--- src/hw/ipb_pkg.sv ---
// Package of offsets, field positions and reset values for the priority bank
package ipb_pkg;

   // ==========================================================
   // Register byte offsets (word aligned on the AXI4-Lite bus)
   localparam logic [4:0] OFS_T2_OC2_IC2   = 5'h00;
   localparam logic [4:0] OFS_RX1_SPI1_T3  = 5'h04;
   localparam logic [4:0] OFS_AD_TX1       = 5'h08;
   localparam logic [4:0] OFS_CN_CM_I2C1   = 5'h0c;
   localparam logic [4:0] OFS_EXT1         = 5'h10;
   localparam logic [4:0] OFS_T4_OC4_OC3   = 5'h14;
   localparam logic [4:0] OFS_TX2_EXT2_T5  = 5'h18;
   localparam logic [4:0] OFS_SPI2         = 5'h1c;

   // ==========================================================
   // Field positions (low bit of each 3-bit field)
   localparam int POS_HI  = 12;
   localparam int POS_MH  = 8;
   localparam int POS_ML  = 4;
   localparam int POS_LO  = 0;
   localparam int PRIO_W  = 3;

   // ==========================================================
   // Reset value of every priority field, and source count
   localparam logic [2:0] PRIO_RESET = 3'h4;
   localparam int         NUM_SRC    = 24;

   // AXI4-Lite response codes
   localparam logic [1:0] RESP_OKAY   = 2'h0;
   localparam logic [1:0] RESP_SLVERR = 2'h2;

endpackage : ipb_pkg

--- src/hw/ipb_field.sv ---
// One 3-bit priority field with reset value and write strobe
`timescale 1ns/1ps
module ipb_field
   import ipb_pkg::*;
(
   // Clock and reset
   input  wire logic             clk,
   input  wire logic             rst_n,
   // Write port
   input  wire logic             wr_en,
   input  wire logic [2:0]       wr_data,
   // Field value
   output logic      [2:0]       value
);

   // ==========================================================
   // Storage
   logic [2:0] value_reg;

   // Field loads on a strobed write and holds otherwise
   always_ff @(posedge clk or negedge rst_n)
   begin
      if (!rst_n)
         value_reg <= PRIO_RESET;
      else if (wr_en)
         value_reg <= wr_data;
   end

   assign value = value_reg;

endmodule : ipb_field

--- src/hw/ipb_bank.sv ---
// Interrupt priority bank: AXI4-Lite slave holding 3-bit source priorities
//
// Design decisions made here: the register addresses and the AXI4-Lite register port.
`timescale 1ns/1ps
module ipb_bank
   import ipb_pkg::*;
(
   // Clock and reset
   input  wire logic                  CORE_CLK,
   input  wire logic                  RESET_N,
   // AXI4-Lite write address
   input  wire logic [4:0]            S_AXI_AWADDR,
   input  wire logic                  S_AXI_AWVALID,
   output logic                       S_AXI_AWREADY,
   // AXI4-Lite write data
   input  wire logic [31:0]           S_AXI_WDATA,
   input  wire logic [3:0]            S_AXI_WSTRB,
   input  wire logic                  S_AXI_WVALID,
   output logic                       S_AXI_WREADY,
   // AXI4-Lite write response
   output logic [1:0]                 S_AXI_BRESP,
   output logic                       S_AXI_BVALID,
   input  wire logic                  S_AXI_BREADY,
   // AXI4-Lite read address
   input  wire logic [4:0]            S_AXI_ARADDR,
   input  wire logic                  S_AXI_ARVALID,
   output logic                       S_AXI_ARREADY,
   // AXI4-Lite read data
   output logic [31:0]                S_AXI_RDATA,
   output logic [1:0]                 S_AXI_RRESP,
   output logic                       S_AXI_RVALID,
   input  wire logic                  S_AXI_RREADY,
   // Priorities to the arbiter, source i in bits 3i+2:3i
   output logic [NUM_SRC*PRIO_W-1:0]  PRIO_LEVELS,
   // High where a mapped source's priority is non-zero
   output logic [NUM_SRC-1:0]         SRC_ACTIVE
);

   import ipb_pkg::*;

   // ==========================================================
   // Reset release through two flip-flops
   logic rst_meta_reg;
   logic rst_n_reg;

   always_ff @(posedge CORE_CLK or negedge RESET_N)
   begin
      if (!RESET_N)
      begin
         rst_meta_reg <= 1'b0;
         rst_n_reg    <= 1'b0;
      end
      else
      begin
         rst_meta_reg <= 1'b1;
         rst_n_reg    <= rst_meta_reg;
      end
   end

   // ==========================================================
   // Field map: register index and bit position of every source
   // Order: T2,OC2,IC2 | RX1,SPI1,SPF1,T3 | AD,TX1 | CN,CM,MI2C1,SI2C1 |
   //        EXT1 | T4,OC4,OC3 | TX2,RX2,EXT2,T5 | SPI2,SPF2
   localparam logic [2:0] SRC_REG [NUM_SRC] = '{
      3'h0, 3'h0, 3'h0,
      3'h1, 3'h1, 3'h1, 3'h1,
      3'h2, 3'h2,
      3'h3, 3'h3, 3'h3, 3'h3,
      3'h4,
      3'h5, 3'h5, 3'h5,
      3'h6, 3'h6, 3'h6, 3'h6,
      3'h7, 3'h7, 3'h7};
   localparam int SRC_POS [NUM_SRC] = '{
      POS_HI, POS_MH, POS_ML,
      POS_HI, POS_MH, POS_ML, POS_LO,
      POS_ML, POS_LO,
      POS_HI, POS_MH, POS_ML, POS_LO,
      POS_LO,
      POS_HI, POS_MH, POS_ML,
      POS_HI, POS_MH, POS_ML, POS_LO,
      POS_ML, POS_LO, POS_LO};
   // Last entry is a spare slot beyond the SPI2 pair, kept at reset
   localparam logic [NUM_SRC-1:0] SRC_USED = 24'h7fffff;

   // ==========================================================
   // Write channel: accept address and data in either order
   logic        aw_held_reg;
   logic [4:0]  aw_addr_reg;
   logic        w_held_reg;
   logic [31:0] w_data_reg;
   logic [3:0]  w_strb_reg;
   logic        bvalid_reg;
   logic [1:0]  bresp_reg;
   logic        wr_fire;
   logic        wr_hit;
   logic [2:0]  wr_index;

   assign S_AXI_AWREADY = !aw_held_reg && !bvalid_reg;
   assign S_AXI_WREADY  = !w_held_reg && !bvalid_reg;
   assign wr_fire       = aw_held_reg && w_held_reg && !bvalid_reg;
   assign wr_index      = aw_addr_reg[4:2];
   assign wr_hit        = (aw_addr_reg[1:0] == 2'h0);

   // Capture the write address
   always_ff @(posedge CORE_CLK or negedge rst_n_reg)
   begin
      if (!rst_n_reg)
      begin
         aw_held_reg <= 1'b0;
         aw_addr_reg <= 5'h00;
      end
      else if (S_AXI_AWVALID && S_AXI_AWREADY)
      begin
         aw_held_reg <= 1'b1;
         aw_addr_reg <= S_AXI_AWADDR;
      end
      else if (wr_fire)
         aw_held_reg <= 1'b0;
   end

   // Capture the write data and strobes
   always_ff @(posedge CORE_CLK or negedge rst_n_reg)
   begin
      if (!rst_n_reg)
      begin
         w_held_reg <= 1'b0;
         w_data_reg <= 32'h0000_0000;
         w_strb_reg <= 4'h0;
      end
      else if (S_AXI_WVALID && S_AXI_WREADY)
      begin
         w_held_reg <= 1'b1;
         w_data_reg <= S_AXI_WDATA;
         w_strb_reg <= S_AXI_WSTRB;
      end
      else if (wr_fire)
         w_held_reg <= 1'b0;
   end

   // Write response one cycle after both halves are held
   always_ff @(posedge CORE_CLK or negedge rst_n_reg)
   begin
      if (!rst_n_reg)
      begin
         bvalid_reg <= 1'b0;
         bresp_reg  <= RESP_OKAY;
      end
      else if (wr_fire)
      begin
         bvalid_reg <= 1'b1;
         bresp_reg  <= wr_hit ? RESP_OKAY : RESP_SLVERR;
      end
      else if (S_AXI_BREADY)
         bvalid_reg <= 1'b0;
   end

   assign S_AXI_BVALID = bvalid_reg;
   assign S_AXI_BRESP  = bresp_reg;

   // ==========================================================
   // Priority fields, one instance per source
   logic [PRIO_W-1:0] prio [NUM_SRC];

   for (genvar i = 0; i < NUM_SRC; i++)
   begin : g_src
      localparam int P = SRC_POS[i];
      logic          lane_ok;
      logic          f_wr;
      // Both fields of a byte lane follow that lane's strobe
      assign lane_ok = (P >= 8) ? w_strb_reg[1] : w_strb_reg[0];
      // Only mapped field bits are written; all else is dropped
      assign f_wr = wr_fire && wr_hit && SRC_USED[i]
                    && (wr_index == SRC_REG[i]) && lane_ok;

      ipb_field u_field (
         .clk     (CORE_CLK),
         .rst_n   (rst_n_reg),
         .wr_en   (f_wr),
         .wr_data (w_data_reg[P +: PRIO_W]),
         .value   (prio[i])
      );

      // Present level and disable state to the arbiter
      assign PRIO_LEVELS[i*PRIO_W +: PRIO_W] = prio[i];
      assign SRC_ACTIVE[i] = SRC_USED[i] && (prio[i] != 3'h0);
   end

   // ==========================================================
   // Register image: fields placed, every other bit zero
   logic [15:0] reg_image [8];

   always_comb
   begin
      for (int r = 0; r < 8; r++)
         reg_image[r] = 16'h0000;
      for (int s = 0; s < NUM_SRC; s++)
         if (SRC_USED[s])
            reg_image[SRC_REG[s]][SRC_POS[s] +: PRIO_W] = prio[s];
   end

   // ==========================================================
   // Read channel: one read at a time, data from a register
   logic        rvalid_reg;
   logic [31:0] rdata_reg;
   logic [1:0]  rresp_reg;

   assign S_AXI_ARREADY = !rvalid_reg;

   // Address decode and read data capture
   always_ff @(posedge CORE_CLK or negedge rst_n_reg)
   begin
      if (!rst_n_reg)
      begin
         rvalid_reg <= 1'b0;
         rdata_reg  <= 32'h0000_0000;
         rresp_reg  <= RESP_OKAY;
      end
      else if (S_AXI_ARVALID && S_AXI_ARREADY)
      begin
         rvalid_reg <= 1'b1;
         if (S_AXI_ARADDR[1:0] == 2'h0)
         begin
            rdata_reg <= {16'h0000, reg_image[S_AXI_ARADDR[4:2]]};
            rresp_reg <= RESP_OKAY;
         end
         else
         begin
            rdata_reg <= 32'h0000_0000;
            rresp_reg <= RESP_SLVERR;   // Misaligned address
         end
      end
      else if (S_AXI_RREADY)
         rvalid_reg <= 1'b0;
   end

   assign S_AXI_RVALID = rvalid_reg;
   assign S_AXI_RDATA  = rdata_reg;
   assign S_AXI_RRESP  = rresp_reg;

endmodule : ipb_bank

--- config.mk ---
export PLATFORM = sky130hd
export DESIGN_NAME = ipb_bank
export DESIGN_NICKNAME = d
export VERILOG_FILES = /design/src/hw/ipb_pkg.sv /design/src/hw/ipb_field.sv /design/src/hw/ipb_bank.sv
export SDC_FILE = /design/constraint.sdc
export NUM_CORES = 1
export LEC_CHECK = 0
export ABC_CLOCK_PERIOD_IN_PS = 6700
export BUFFER_PORTS_ARGS = -buffer_cell sky130_fd_sc_hd__buf_2
export CAP_MARGIN = 20
export CORE_MARGIN = 10
export CORE_UTILIZATION = 50
export DETAILED_ROUTE_END_ITERATION = 6
export PLACE_DENSITY = 0.9
export SYNTH_ARGS = -nofsm -noshare
export SYNTH_HDL_FRONTEND = slang
export SYNTH_SLANG_ARGS = --single-unit
export TNS_END_PERCENT = 20
--- constraint.sdc ---
create_clock -name CORE_CLK -period 6.7 [get_ports CORE_CLK]
set_input_delay 2.01 -clock CORE_CLK [delete_from_list [all_inputs] [get_ports CORE_CLK]]
set_output_delay 2.01 -clock CORE_CLK [all_outputs]
set_load 0.02 [all_outputs]
## Word level (Yosys, flattened, before mapping)

Cells that the tools add are included.

| word-level totals | value |
|---|---|
| register bits after elaboration | 133 |
| input bits | 53 |
| output and inout port bits | 137 |
| word-level logic and storage cells | 120 |

| cells by class | value |
|---|---|
| order comparisons | 1 |
| equality and inequality tests | 7 |
| mux-type cells | 13 |
| bitwise gates (word level) | 1 |
| reduce and logical (&&, ||, !) cells | 63 |

Operators by type and width:

| kind | number |
|---|---|
| $reduce_bool 3->1 | 23 |
| $bmux 16 s3 | 1 |
| $mux 16 | 3 |
| $logic_and 1x1->1 | 29 |
| $eq 3x3->1 const B | 4 |
| $reduce_bool 2->1 | 4 |
| $mux 1 | 7 |
| $eq 3x2->1 const B | 2 |
| $ge 4x4->1 const B | 1 |
| $logic_not 1->1 | 4 |
| $logic_not 2->1 | 2 |
| $mux 2 | 2 |
| $not 3->4 | 1 |
| $eq 3x1->1 const B | 1 |
| $logic_not 3->1 | 1 |

## Longest topological paths before layout

Gate-level depths: netlist (run 1).

| depth | value |
|---|---|
| word-level depth | 5 |
| gate-level depth with buffers | 6 |
| depth with buffers taken out | 3 |

## By module

A second synthesis (run 1) with hierarchy kept.

| unflattened totals | value |
|---|---|
| cells, all modules | 383 |
| area, all modules | 5098.6 um^2 |

Modules (own cells, without submodules):

| module | times used | cells each | area an instance (um^2) | sequential area each (um^2) |
|---|---|---|---|---|
| ipb_field | 24 | 6 | 110.1 | 76.3 |
| ipb_bank | 1 | 239 | 2456.1 | 975.9 |

## Worst setup path before layout (run 1)

No wires, ideal clock.

| timing path | value |
|---|---|
| kind | input port to flip-flop |
| start | in S_AXI_ARADDR[3] |
| end | reg rdata_reg[2] (netlist: S_AXI_RDATA[2]) |
| setup time | 0.122 ns |
| arrival time | 3.069 ns |
| required time | 6.578 ns |
| setup slack | 3.510 ns |
| cell stages on the path | 6 |
| path buffers | 3 |
| path through | buf_2 > buf_2 > buf_2 > mux2i_1 > o211ai_1 > a32o_1 |

| between the ends | value |
|---|---|
| word-level cells in the longest chain between the ends | 5 |

Ends and longest elaborated chain:

| item | RTL line | RTL |
|---|---|---|
| from (decl) | ipb_bank.sv:25 | `input wire logic [4:0] S_AXI_ARADDR,` |
| $not 3->4 (not written as such) | ipb_bank.sv:223 | `rdata_reg <= {16'h0000, reg_image[S_AXI_ARADDR[4:2]]};` |
| $bmux 16 s3 | ipb_bank.sv:223 |  |
| $mux 16 (not written as such) (2 in series) | ipb_bank.sv:223 |  |
| $mux 16 | ipb_bank.sv:221 | `if (S_AXI_ARADDR[1:0] == 2'h0)` |
| to (signal assigned) | ipb_bank.sv:223 |  |
| to (decl) | ipb_bank.sv:204 | `logic [31:0] rdata_reg;` |

Every way passes these cells. The select of a mux whose other input is x is not followed.
A chain may end at the register's enable or synchronous reset.

## Worst setup path after layout (run 1)

| timing path | value |
|---|---|
| start | in S_AXI_ARADDR[3] |
| end | reg rdata_reg[6] (netlist: S_AXI_RDATA[6]) |

Same word-level chain as after synthesis.

==> results of run 1 <==
[metrics by stage]
stage / hold WS (ns) / total power [mW] / instances / cell area [µm²] / worst slack [ns]
2_1_floorplan: 0.331 / 2.01 / 416 / 5220 / 3.51
3_3_place_gp: 0.268 / 2.44 / 647 / 5830 / 2.76
3_5_place_dp: 0.279 / 2.50 / 647 / 5830 / 2.69
4_1_cts: 0.288 / 2.87 / 663 / 6000 / 3.09
5_1_grt: 0.312 / 3.02 / 663 / 6000 / 2.86
6_report: 0.272 / 2.86 / 663 / 6000 / 3.03
[how the worst max path moves through the flow]
stage | cells past startpoint | slack, ns | end
after floorplan | 0 | 3.51 | S_AXI_BRESP[1]
after global placement | 4 | 2.76 | S_AXI_RDATA[6]
after detailed placement | 4 | 2.69 | S_AXI_RDATA[6]
after CTS | 4 | 3.09 | S_AXI_RDATA[6]
after global routing | 4 | 2.86 | S_AXI_RDATA[6]
final | 4 | 3.03 | S_AXI_RDATA[6]
[Yosys cell counts, types with 7 or more instances]
cell      instances
mux2_2           92
clkbuf_1         11
a221oi_1         15
or3_1            24
nand2_1          11
buf_4            26
nor2_1            7
nor2b_1           8
dfrtp_1          85
nand4_1           7
dfstp_2          23
[cell families (layout without fill, tap and decap cells)]
| kind of cell | Yosys count | after routing | share of synthesized area, % |
|---|---|---|---|
| AOI/OAI and AO/OA | 47 | 47 | 7.30 |
| and+or+nand+nor | 82 | 82 | 10.7 |
| muxes | 101 | 101 | 22.6 |
| other | 2 | 27 | 0.147 |
| buffers and inverters | 51 | 165 | 5.94 |
| DFF | 108 | 108 | 53.3 |
[cell usage in the layout (no fill, tap or decap), drive strengths merged, types with 4 or more instances in the layout]
master,synthesis,final
o31ai,6,6
a221oi,15,15
nand2,11,11
nor4,4,4
dfrtp,85,85
nor3b,5,5
nor2b,8,8
or3,24,24
buf,34,143
a21oi,4,4
conb,2,27
nor2,7,7
clkbuf,11,10
o21ai,4,4
inv,5,8
mux2,98,98
dfstp,23,23
nand4,7,7
nand3,4,4
[layer usage]
layer	part of all wire, %	wire length [µm]	global-route usage [%]	vias to the layer above
met5	0	0	0	-
met4	2.9	397	8.72	0
met2	50	6850	31.4	159
li1	-	-	-	1676
met1	39	5370	21.3	1799
met3	8.0	1100	4.37	29
[final cells by class]
type,count,area (µm²)
multi-input cells,257,2180
flip-flops and latches,108,2740
fillers,763,3860
inverters,6,22.5
well taps,133,166
repair buffers,143,721
clock inverters,6,46.3
clock buffers,10,128
[report_power, final]
group | switching (mW) | internal, mW
Combinational | 0.762 | 0.519
Sequential | 0.302 | 0.911
Clock | 0.225 | 0.139
==> flow_summary.toml, run 1 <==
[yosys]
ys_seq_area_share_pct = 53.3
syn_area_um2 = 5120
ys.warnings.count = 0
synth_cell_types = 42
yosys.area.top_type_share_pct = 41.5
syn_inst = 391
synth-edff-count = 0
yosys.area.top_type = "dfrtp_1"
syn_avg_cell_area_um2 = 13.1
synth-seq-cells = 108
synth_area_leaders = "dfrtp_1 42%, mux2_2 20%, dfstp_2 12%, buf_4 3.8%, or3_1 2.9%"
ys.flop_type = "dfrtp_1"
async_flop_share_pct = 100

[critical_path]
crit_slowest_cell = "nor2b_1"
setup.worst_path.start_class = "input pin"
crit_path_cell_trace = "buf_2 -> nor2b_1 -> a221oi_1 -> o41ai_1"
path_buf_inv = 1
reg2reg_depth = 3
critPathCaptureType = "flip-flop"
cp.arrival_ns = 3.93
reg2reg_setup_slack_ns = 4.76
slowest_delay_ns = 0.75
crit_path_max_fanout = 33
worstReg2RegStart = "S_AXI_RVALID"
crit_type = "in -> reg"
r2r-end = "S_AXI_RDATA[5]"
worst_path_dominant_cell_family = "simple AND/OR/NAND/NOR gates"
cp.required_ns = 6.95
critPathLaunch = "S_AXI_ARADDR[3]"

[routing]
antenna_left = 0
avgRoutedWirePerCell_um = 20.7
dr.pass1.iters = 4
routed_wl_um = 13700
num_vias = 3663
vias_per_cell = 5.52
drt_iter0_drc = 239
drc = 0

[finish]
area.growth.synth_to_final_pct = 17.1
drive_gt1_share_pct = 54.3
final_core_util_pct = 60.8
diodes = 0
nets = 578
largest_reg_flops = 69

[die]
core_um2 = 9860
dieArea_um2 = 14700
die_w_um = 121
rows = 36
die_h_um = 121
boundaryPins = 190
start_util_pct = 51.9

[grt]
first_global_vias = 3947
grt_usage_pct = 18.4
antenna_found_initial = 0
grt_pass1_wl_um = 21700
grt_overflow_total = 0
grt_max_degree = 76

[cts]
cts.clk_slew.worst_paths_ns = 0.10
ctsHoldBuffers = 0
cts_resized = 0
cts_buffer_depth = 2
postCtsSetupBuffers = 0
cts.sinks = 108
tritoncts = "yes"
cts_root_buffer = "clkbuf_8"
clk_latency_ns = 0.37
htreeDepth = 3
cts_buffers = 9

[timing]
period_share_pct = 54.8
fmax_mhz = 272
slew_violations = 0
grt_setup_unrepaired = "no"
setup_viol = 0
fin_skew_ns = 0.0133
hold_viol = 0
tightestPinTransition_ns = 0.890
fin_setup_tns_ns = 0
slew_headroom_pct = 40.7
min_period_ns = 3.67

[outcome]
outcome = "complete, no violations"

[job]
max-cap-violations = 0

[power_and_ir_drop]
vdd_ir_drop_max_uv = 292
power_density_nw_per_um2 = 476
p_leak_nw = 3.14

[placed_design]
globalplace.congestion = 0.885
port_buffers = 141
hpwl_um = 10700

[worst_hold_path]
hold_path.class = "reg -> async"
No activity file was read; power rests on OpenSTA's default activity.
==> run 2: changes to the inputs <==
--- a/config.mk
+++ b/config.mk
@@ -5,13 +5,14 @@
 export SDC_FILE = /design/constraint.sdc
 export NUM_CORES = 1
 export LEC_CHECK = 0
-export ABC_CLOCK_PERIOD_IN_PS = 6700
+export ABC_AREA = 1
+export ABC_CLOCK_PERIOD_IN_PS = 3200
 export BUFFER_PORTS_ARGS = -buffer_cell sky130_fd_sc_hd__buf_2
 export CAP_MARGIN = 20
 export CORE_MARGIN = 10
-export CORE_UTILIZATION = 50
+export CORE_UTILIZATION = 45
 export DETAILED_ROUTE_END_ITERATION = 6
-export PLACE_DENSITY = 0.9
+export PLACE_DENSITY = 0.86
 export SYNTH_ARGS = -nofsm -noshare
 export SYNTH_HDL_FRONTEND = slang
 export SYNTH_SLANG_ARGS = --single-unit
==> constraint.sdc (replaced) <==
create_clock -name CORE_CLK -period 3.2 [get_ports CORE_CLK]
set_input_delay 0.96 -clock CORE_CLK [delete_from_list [all_inputs] [get_ports CORE_CLK]]
set_output_delay 0.96 -clock CORE_CLK [all_outputs]
set_load 0.02 [all_outputs]
==> run 2 against run 1 <==
Compared with the run above: synthesized cell count increased by 58%; power increased by 120%; count of clock-buffer cells in the layout unchanged; combinational power increased by 110%; final cell count increased by 35%; sequential share of layout area decreased by 1.6 points; setup slack got worse by 2.1 ns; routed wire length increased by 5.2%; clock power increased to 3.4 times the previous value; critical path depth decreased by 2; sequential cell count unchanged; non-clock buffer count increased by 3.
==> flow_summary.toml, run 2 <==
[yosys]
synth-seq-cells = 108
syn_area_um2 = 5210
async_flop_share_pct = 100
yosys.area.top_type_share_pct = 40.8
yosys-top-cells-count = "176 x nand2_1, 85 x dfrtp_1, 55 x nand3_1"
yosys.area.top_type = "dfrtp_1"
yosysMostFrequentCell = "nand2_1"
synth_cell_types = 26
syn_inst = 619
synth_area_leaders = "dfrtp_1 41%, nand2_1 13%, dfstp_2 12%, nand3_1 5.3%, o21ai_0 4.3%"
synth-edff-count = 0
syn_avg_cell_area_um2 = 8.42
ys.warnings.count = 0
ys.flop_type = "dfrtp_1"
ys_seq_area_share_pct = 52.4

[grt]
grtUsageMet1_pct = 21.5
grt_max_degree = 84
antenna_found_initial = 0
grt_usage_pct = 17.2
grt.busiest_layer = "met2"
grt_pass1_wl_um = 22700
grt_use_met3_pct = 4.84
first_global_vias = 4242
grt_overflow_total = 0
use_met2_pct = 27.9

[finish]
nets = 802
fillCellCount = 1045
drive_gt1_share_pct = 27.8
largest_reg_flops = 69
diodes = 0
multiInputGateArea_um2 = 2000
final_common_cell = "nand2_1"
seq_area_um2 = 2740
mostFrequentLayoutCells = "176 x nand2_1, 141 x buf_2, 84 x dfrtp_1"
area.growth.synth_to_final_pct = 19.4
final_cell_count_no_fill = 896

[critical_path]
crit_slowest_cell = "dfrtp_1"
cp.required_ns = 2.24
slowest_delay_ns = 0.44
path_buf_inv = 1
crit_type = "reg -> out"
setup.worst_path.start_class = "flip-flop"
worst_path_dominant_cell_family = "flip-flops"
crit_path_cell_trace = "or3_1 -> buf_2"
critPathCaptureType = "primary output"
cp.arrival_ns = 1.33
crit_path_max_fanout = 4

[timing]
grt_setup_unrepaired = "no"
hold_viol = 0
slew_headroom_pct = 65.0
setup_viol = 0
min_period_ns = 2.29
period_share_pct = 71.4
slew_violations = 0
fin_setup_tns_ns = 0
tightestPinTransition_ns = 0.523
fin_skew_ns = 0.00649
fin_ws_ns = 0.914
fmax_mhz = 437

[cts]
cts_buffer_depth = 2
cts.clk_slew.worst_paths_ns = 0.07
cts_resized = 0
htreeDepth = 3
cts.sinks = 108
cts_buffers = 9
ctsHoldBuffers = 0
clk_latency_ns = 0.34
tritoncts = "yes"
postCtsSetupBuffers = 0
cts_root_buffer = "clkbuf_16"

[job]
max-cap-violations = 0

[power_and_ir_drop]
power_density_nw_per_um2 = 995
p_leak_nw = 3.38
vdd_ir_drop_max_uv = 540

[routing]
num_vias = 4487
vias_per_cell = 5.01
routed_wl_um = 14400
drc = 0
antenna_left = 0
drt_iter0_drc = 333
dr.pass1.iters = 5
avgRoutedWirePerCell_um = 16.1

[placed_design]
globalplace.congestion = 0.911
place_inst = 880
port_buffers = 141
hpwl_um = 10800
pre_cts_ws_ns = 0.723

[outcome]
outcome = "complete, no violations"

[die]
core_um2 = 11400
start_util_pct = 45.8
die_h_um = 128
rows = 39
die_w_um = 128
dieArea_um2 = 16300
boundaryPins = 190

[worst_hold_path]
hold_path.class = "reg -> async"
-- run 2: cell types whose count changed in the layout (fill, tap and decap cells not counted), sizes merged, moves of 5 or more --
| cell | before | now |
|---|---|---|
| nor3b | 5 | 0 |
| mux2 | 98 | 2 |
| o31ai | 6 | 0 |
| a21oi | 4 | 19 |
| a221oi | 15 | 0 |
| nor2 | 7 | 37 |
| nor2b | 8 | 0 |
| nand2 | 11 | 176 |
| inv | 8 | 53 |
| or3 | 24 | 17 |
| o21ai | 4 | 86 |
| nand3 | 4 | 62 |
-- run 2: area by class of cell --
cell class	count	share of cell area, %
sequential	108	44.0
multi-input combinational	430	32.2
timing repair buffer	146	12.3
clock buffer	10	3.84
inverter	54	3.26
tap	143	2.88
clock inverter	5	1.61
-- run 2: cells by family (layout without fill, tap and decap cells) --
group,after synthesis,count (layout),share of synthesized area [%]
multiplexers,2,2,0.432
AO/OA/AOI/OAI,105,105,11.0
buffers and inverters,106,215,11.0
other,2,27,0.144
AND/OR/NAND/NOR,296,296,25.0
flip-flops,108,108,52.4
-- run 2: final timing paths --
path	start	endpoint	slack, ns	depth (start not counted)
hold reg to reg	rst_n_reg	w_data_reg[13]	0.16	0
max in group asynchronous	rst_n_reg	g_src[17].u_field.value[2]	2.11	2
hold / removal	rst_n_reg	w_data_reg[13]	0.16	0
min in group CORE_CLK	rst_meta_reg	rst_n_reg	0.35	0
setup / recovery	g_src[17].u_field.value[1]	SRC_ACTIVE[17]	0.91	2
setup reg to reg	S_AXI_BVALID	g_src[14].u_field.value[0]	1.42	5
-- run 2: layer usage --
layer | vias up | part of all wire, % | wire length, µm
li1 | 2210 | - | -
met1 | 2096 | 42 | 6060
met2 | 169 | 49 | 7000
met3 | 12 | 8.1 | 1180
met4 | 0 | 1.3 | 187
met5 | - | 0 | 0
-- run 2: through the flow --
step | util (%) | power (mW) | area, µm² | hold WS (ns)
finish | 54.7 | 6.19 | 6220 | 0.162
global route | 54.7 | 6.56 | 6220 | 0.179
CTS | 54.5 | 6.23 | 6190 | 0.358
detailed placement | 51.5 | 4.96 | 5850 | 0.341
global placement | 51.5 | 4.90 | 5850 | 0.338
floorplan | - | 4.00 | 5300 | 0.331
-- run 2: report_power, final --
group	internal, mW	switching, mW	total (mW)
Combinational	0.839	1.79	2.63
Clock	0.779	0.474	1.25
Sequential	1.88	0.428	2.31
Total	3.50	2.69	6.19
==> run 3: changes to the inputs <==
--- a/config.mk
+++ b/config.mk
@@ -5,8 +5,8 @@
 export SDC_FILE = /design/constraint.sdc
 export NUM_CORES = 1
 export LEC_CHECK = 0
-export ABC_AREA = 1
-export ABC_CLOCK_PERIOD_IN_PS = 3200
+export ABC_AREA = 0
+export ABC_CLOCK_PERIOD_IN_PS = 1900
 export BUFFER_PORTS_ARGS = -buffer_cell sky130_fd_sc_hd__buf_2
 export CAP_MARGIN = 20
 export CORE_MARGIN = 10
==> constraint.sdc (replaced) <==
create_clock -name CORE_CLK -period 1.9 [get_ports CORE_CLK]
set_input_delay 0.57 -clock CORE_CLK [delete_from_list [all_inputs] [get_ports CORE_CLK]]
set_output_delay 0.57 -clock CORE_CLK [all_outputs]
set_load 0.02 [all_outputs]
==> run 3 against run 2 <==
Compared with the run above: sequential power is 85% higher; final area increased by 1.9%; clock power grew 48%; sequential cell count stayed put; register-to-register slack worse by 1.3 ns; worst hold slack better by 0.083 ns; power grew 73%; routed wire length shrank 3.3%; clock skew shrank 0.00060 ns; via count is 16% lower.
==> flow_summary.toml, run 3 (synthesized netlist as in run 1, its figures left out) <==
[die]
start_util_pct = 46.6
die_w_um = 127
die_h_um = 127
boundaryPins = 190
core_um2 = 11000
dieArea_um2 = 16100
rows = 38

[critical_path]
crit_type = "reg -> out"
critPathCaptureType = "primary output"
path_buf_inv = 1
slowest_delay_ns = 0.41
worstReg2RegStart = "S_AXI_BVALID"
cp.required_ns = 1.33
crit_path_cell_trace = "or3_1 -> buf_2"
crit_path_max_fanout = 4
reg2reg_depth = 3
crit_slowest_cell = "dfrtp_1"
cp.arrival_ns = 1.31
crit_cells = 2
worst_path_dominant_cell_family = "flip-flops"
setup.worst_path.end = "SRC_ACTIVE[3]"
setup.worst_path.start_class = "flip-flop"
critPathLaunch = "g_src[3].u_field.value[1]"
r2r-end = "g_src[17].u_field.value[1]"
reg2reg_setup_slack_ns = 0.11

[cts]
cts_buffers = 9
cts_root_buffer = "clkbuf_16"
htreeDepth = 3
clk_latency_ns = 0.34
tritoncts = "yes"
cts_resized = 0
cts_buffer_depth = 2
cts.clk_slew.worst_paths_ns = 0.07
cts.sinks = 108

[timing]
period_share_pct = 99.0
hold_viol = 0
slew_violations = 0
fmax_mhz = 532
slew_headroom_pct = 67.0
setup_viol = 0
min_period_ns = 1.88
grt_setup_unrepaired = "yes"
tightestPinTransition_ns = 0.491
fin_skew_ns = 0.00588

[placed_design]
hpwl_um = 11200
place_inst = 671
globalplace.congestion = 0.892
port_buffers = 141

[finish]
area.growth.synth_to_final_pct = 23.6
final_cell_count_no_fill = 692
drive_gt1_share_pct = 55.8
final_core_util_pct = 57.7
final_common_cell = "buf_2"
seq_area_um2 = 2740
diodes = 0
fillCellCount = 885
nets = 600
multiInputGateArea_um2 = 2180
mostFrequentLayoutCells = "141 x buf_2, 92 x mux2_2, 84 x dfrtp_1"
largest_reg_flops = 69

[job]
max-cap-violations = 0

[grt]
grt_pass1_wl_um = 22100
grt_usage_pct = 17.0
first_global_vias = 4014
grt_overflow_total = 0
antenna_found_initial = 0
grt_max_degree = 43

[power_and_ir_drop]
switching_power_mw = 4.56
power_frac_comb_pct = 42.9
vdd_ir_drop_max_uv = 1040
netSwitchingFraction_pct = 42.5
clkPwrFrac_pct = 17.2
pwr-share-seq_pct = 39.9
p_leak_nw = 3.31
p_int_mw = 6.16
power_density_nw_per_um2 = 1690

[worst_hold_path]
hold_path.class = "reg -> async"

[routing]
drc = 0
antenna_left = 0
vias_per_cell = 5.44
routed_wl_um = 13900
avgRoutedWirePerCell_um = 20.2
drt_iter0_drc = 265
num_vias = 3766
dr.pass1.iters = 4

[outcome]
outcome = "complete, no violations"
-- run 3: cell types whose count changed in the layout (fill, tap and decap cells not counted), sizes merged, moves of 6 or more --
cell,before,now
nand2,176,11
mux2,2,98
o21ai,86,4
nand3,62,4
inv,53,6
nor2,37,7
buf,146,164
a21oi,19,4
a221oi,0,15
nor2b,0,8
or3,17,24
o31ai,0,6
-- run 3: through the flow --
step | worst slack [ns] | TNS (ns) | total power, mW | cell area, µm² | hold slack [ns]
after floorplan | 0.0632 | 0 | 7.09 | 5220 | 0.274
after global placement | 0.0334 | 0 | 8.70 | 6000 | 0.244
after detailed placement | 0.0179 | 0 | 8.91 | 6000 | 0.245
after CTS | 0.00141 | 0 | 10.8 | 6310 | 0.255
after global routing | -0.0111 | -0.0610 | 11.3 | 6330 | 0.280
final | 0.0192 | 0 | 10.7 | 6330 | 0.246
-- run 3: timing repair --
| item | 4_1_cts | 5_1_grt |
|---|---|---|
| setup buffers | 1 | 3 |
| hold buffers | 1 | 0 |
| setup endpoints to repair | 1 | 15 |
| hold endpoints to repair | 2 | 0 |
-- run 3: worst register-to-register path: stages (launching register included) --
cell and delay (ns):
dfrtp_1 0.44, nand3b_4 0.26, or4_4 0.65, mux2_4 0.33
-- run 3: cell type report --
type | count | share of cell area (%)
Tap cell | 140 | 2.77
Inverter | 6 | 0.356
Multi-Input combinational cell | 257 | 34.4
Sequential cell | 108 | 43.2
Clock inverter | 5 | 0.968
Timing Repair Buffer | 165 | 14.6
Clock buffer | 11 | 3.67
-- run 3: power groups by stage --
| stage | clock [mW] | combinational [mW] | sequential (mW) |
|---|---|---|---|
| floorplan | 0 | 2.47 | 4.62 |
| global placement | 0 | 4.50 | 4.20 |
| detailed placement | 0 | 4.62 | 4.29 |
| CTS | 1.87 | 4.65 | 4.26 |
| global route | 1.97 | 4.91 | 4.41 |
| finish | 1.85 | 4.60 | 4.27 |
-- run 3: per-layer routing --
| layer | global-route usage (%) | part of all wire, % | wire length, µm |
|---|---|---|---|
| met5 | 0 | 0 | 0 |
| met4 | 7.43 | 2.4 | 330 |
| met3 | 4.54 | 7.2 | 1010 |
| met2 | 28.5 | 50 | 6990 |
| met1 | 20.1 | 40 | 5610 |
-- run 3: worst min path at each step --
stage                    from        endpoint  slack (ns)  cells after the start
floorplan             RESET_N    rst_meta_reg        0.27                      0
global placement    rst_n_reg  aw_addr_reg[1]        0.24                      0
detailed placement  rst_n_reg  aw_addr_reg[1]        0.25                      0
CTS                 rst_n_reg  aw_addr_reg[1]        0.25                      0
global route        rst_n_reg      w_held_reg        0.28                      0
finish              rst_n_reg  aw_addr_reg[3]        0.25                      0
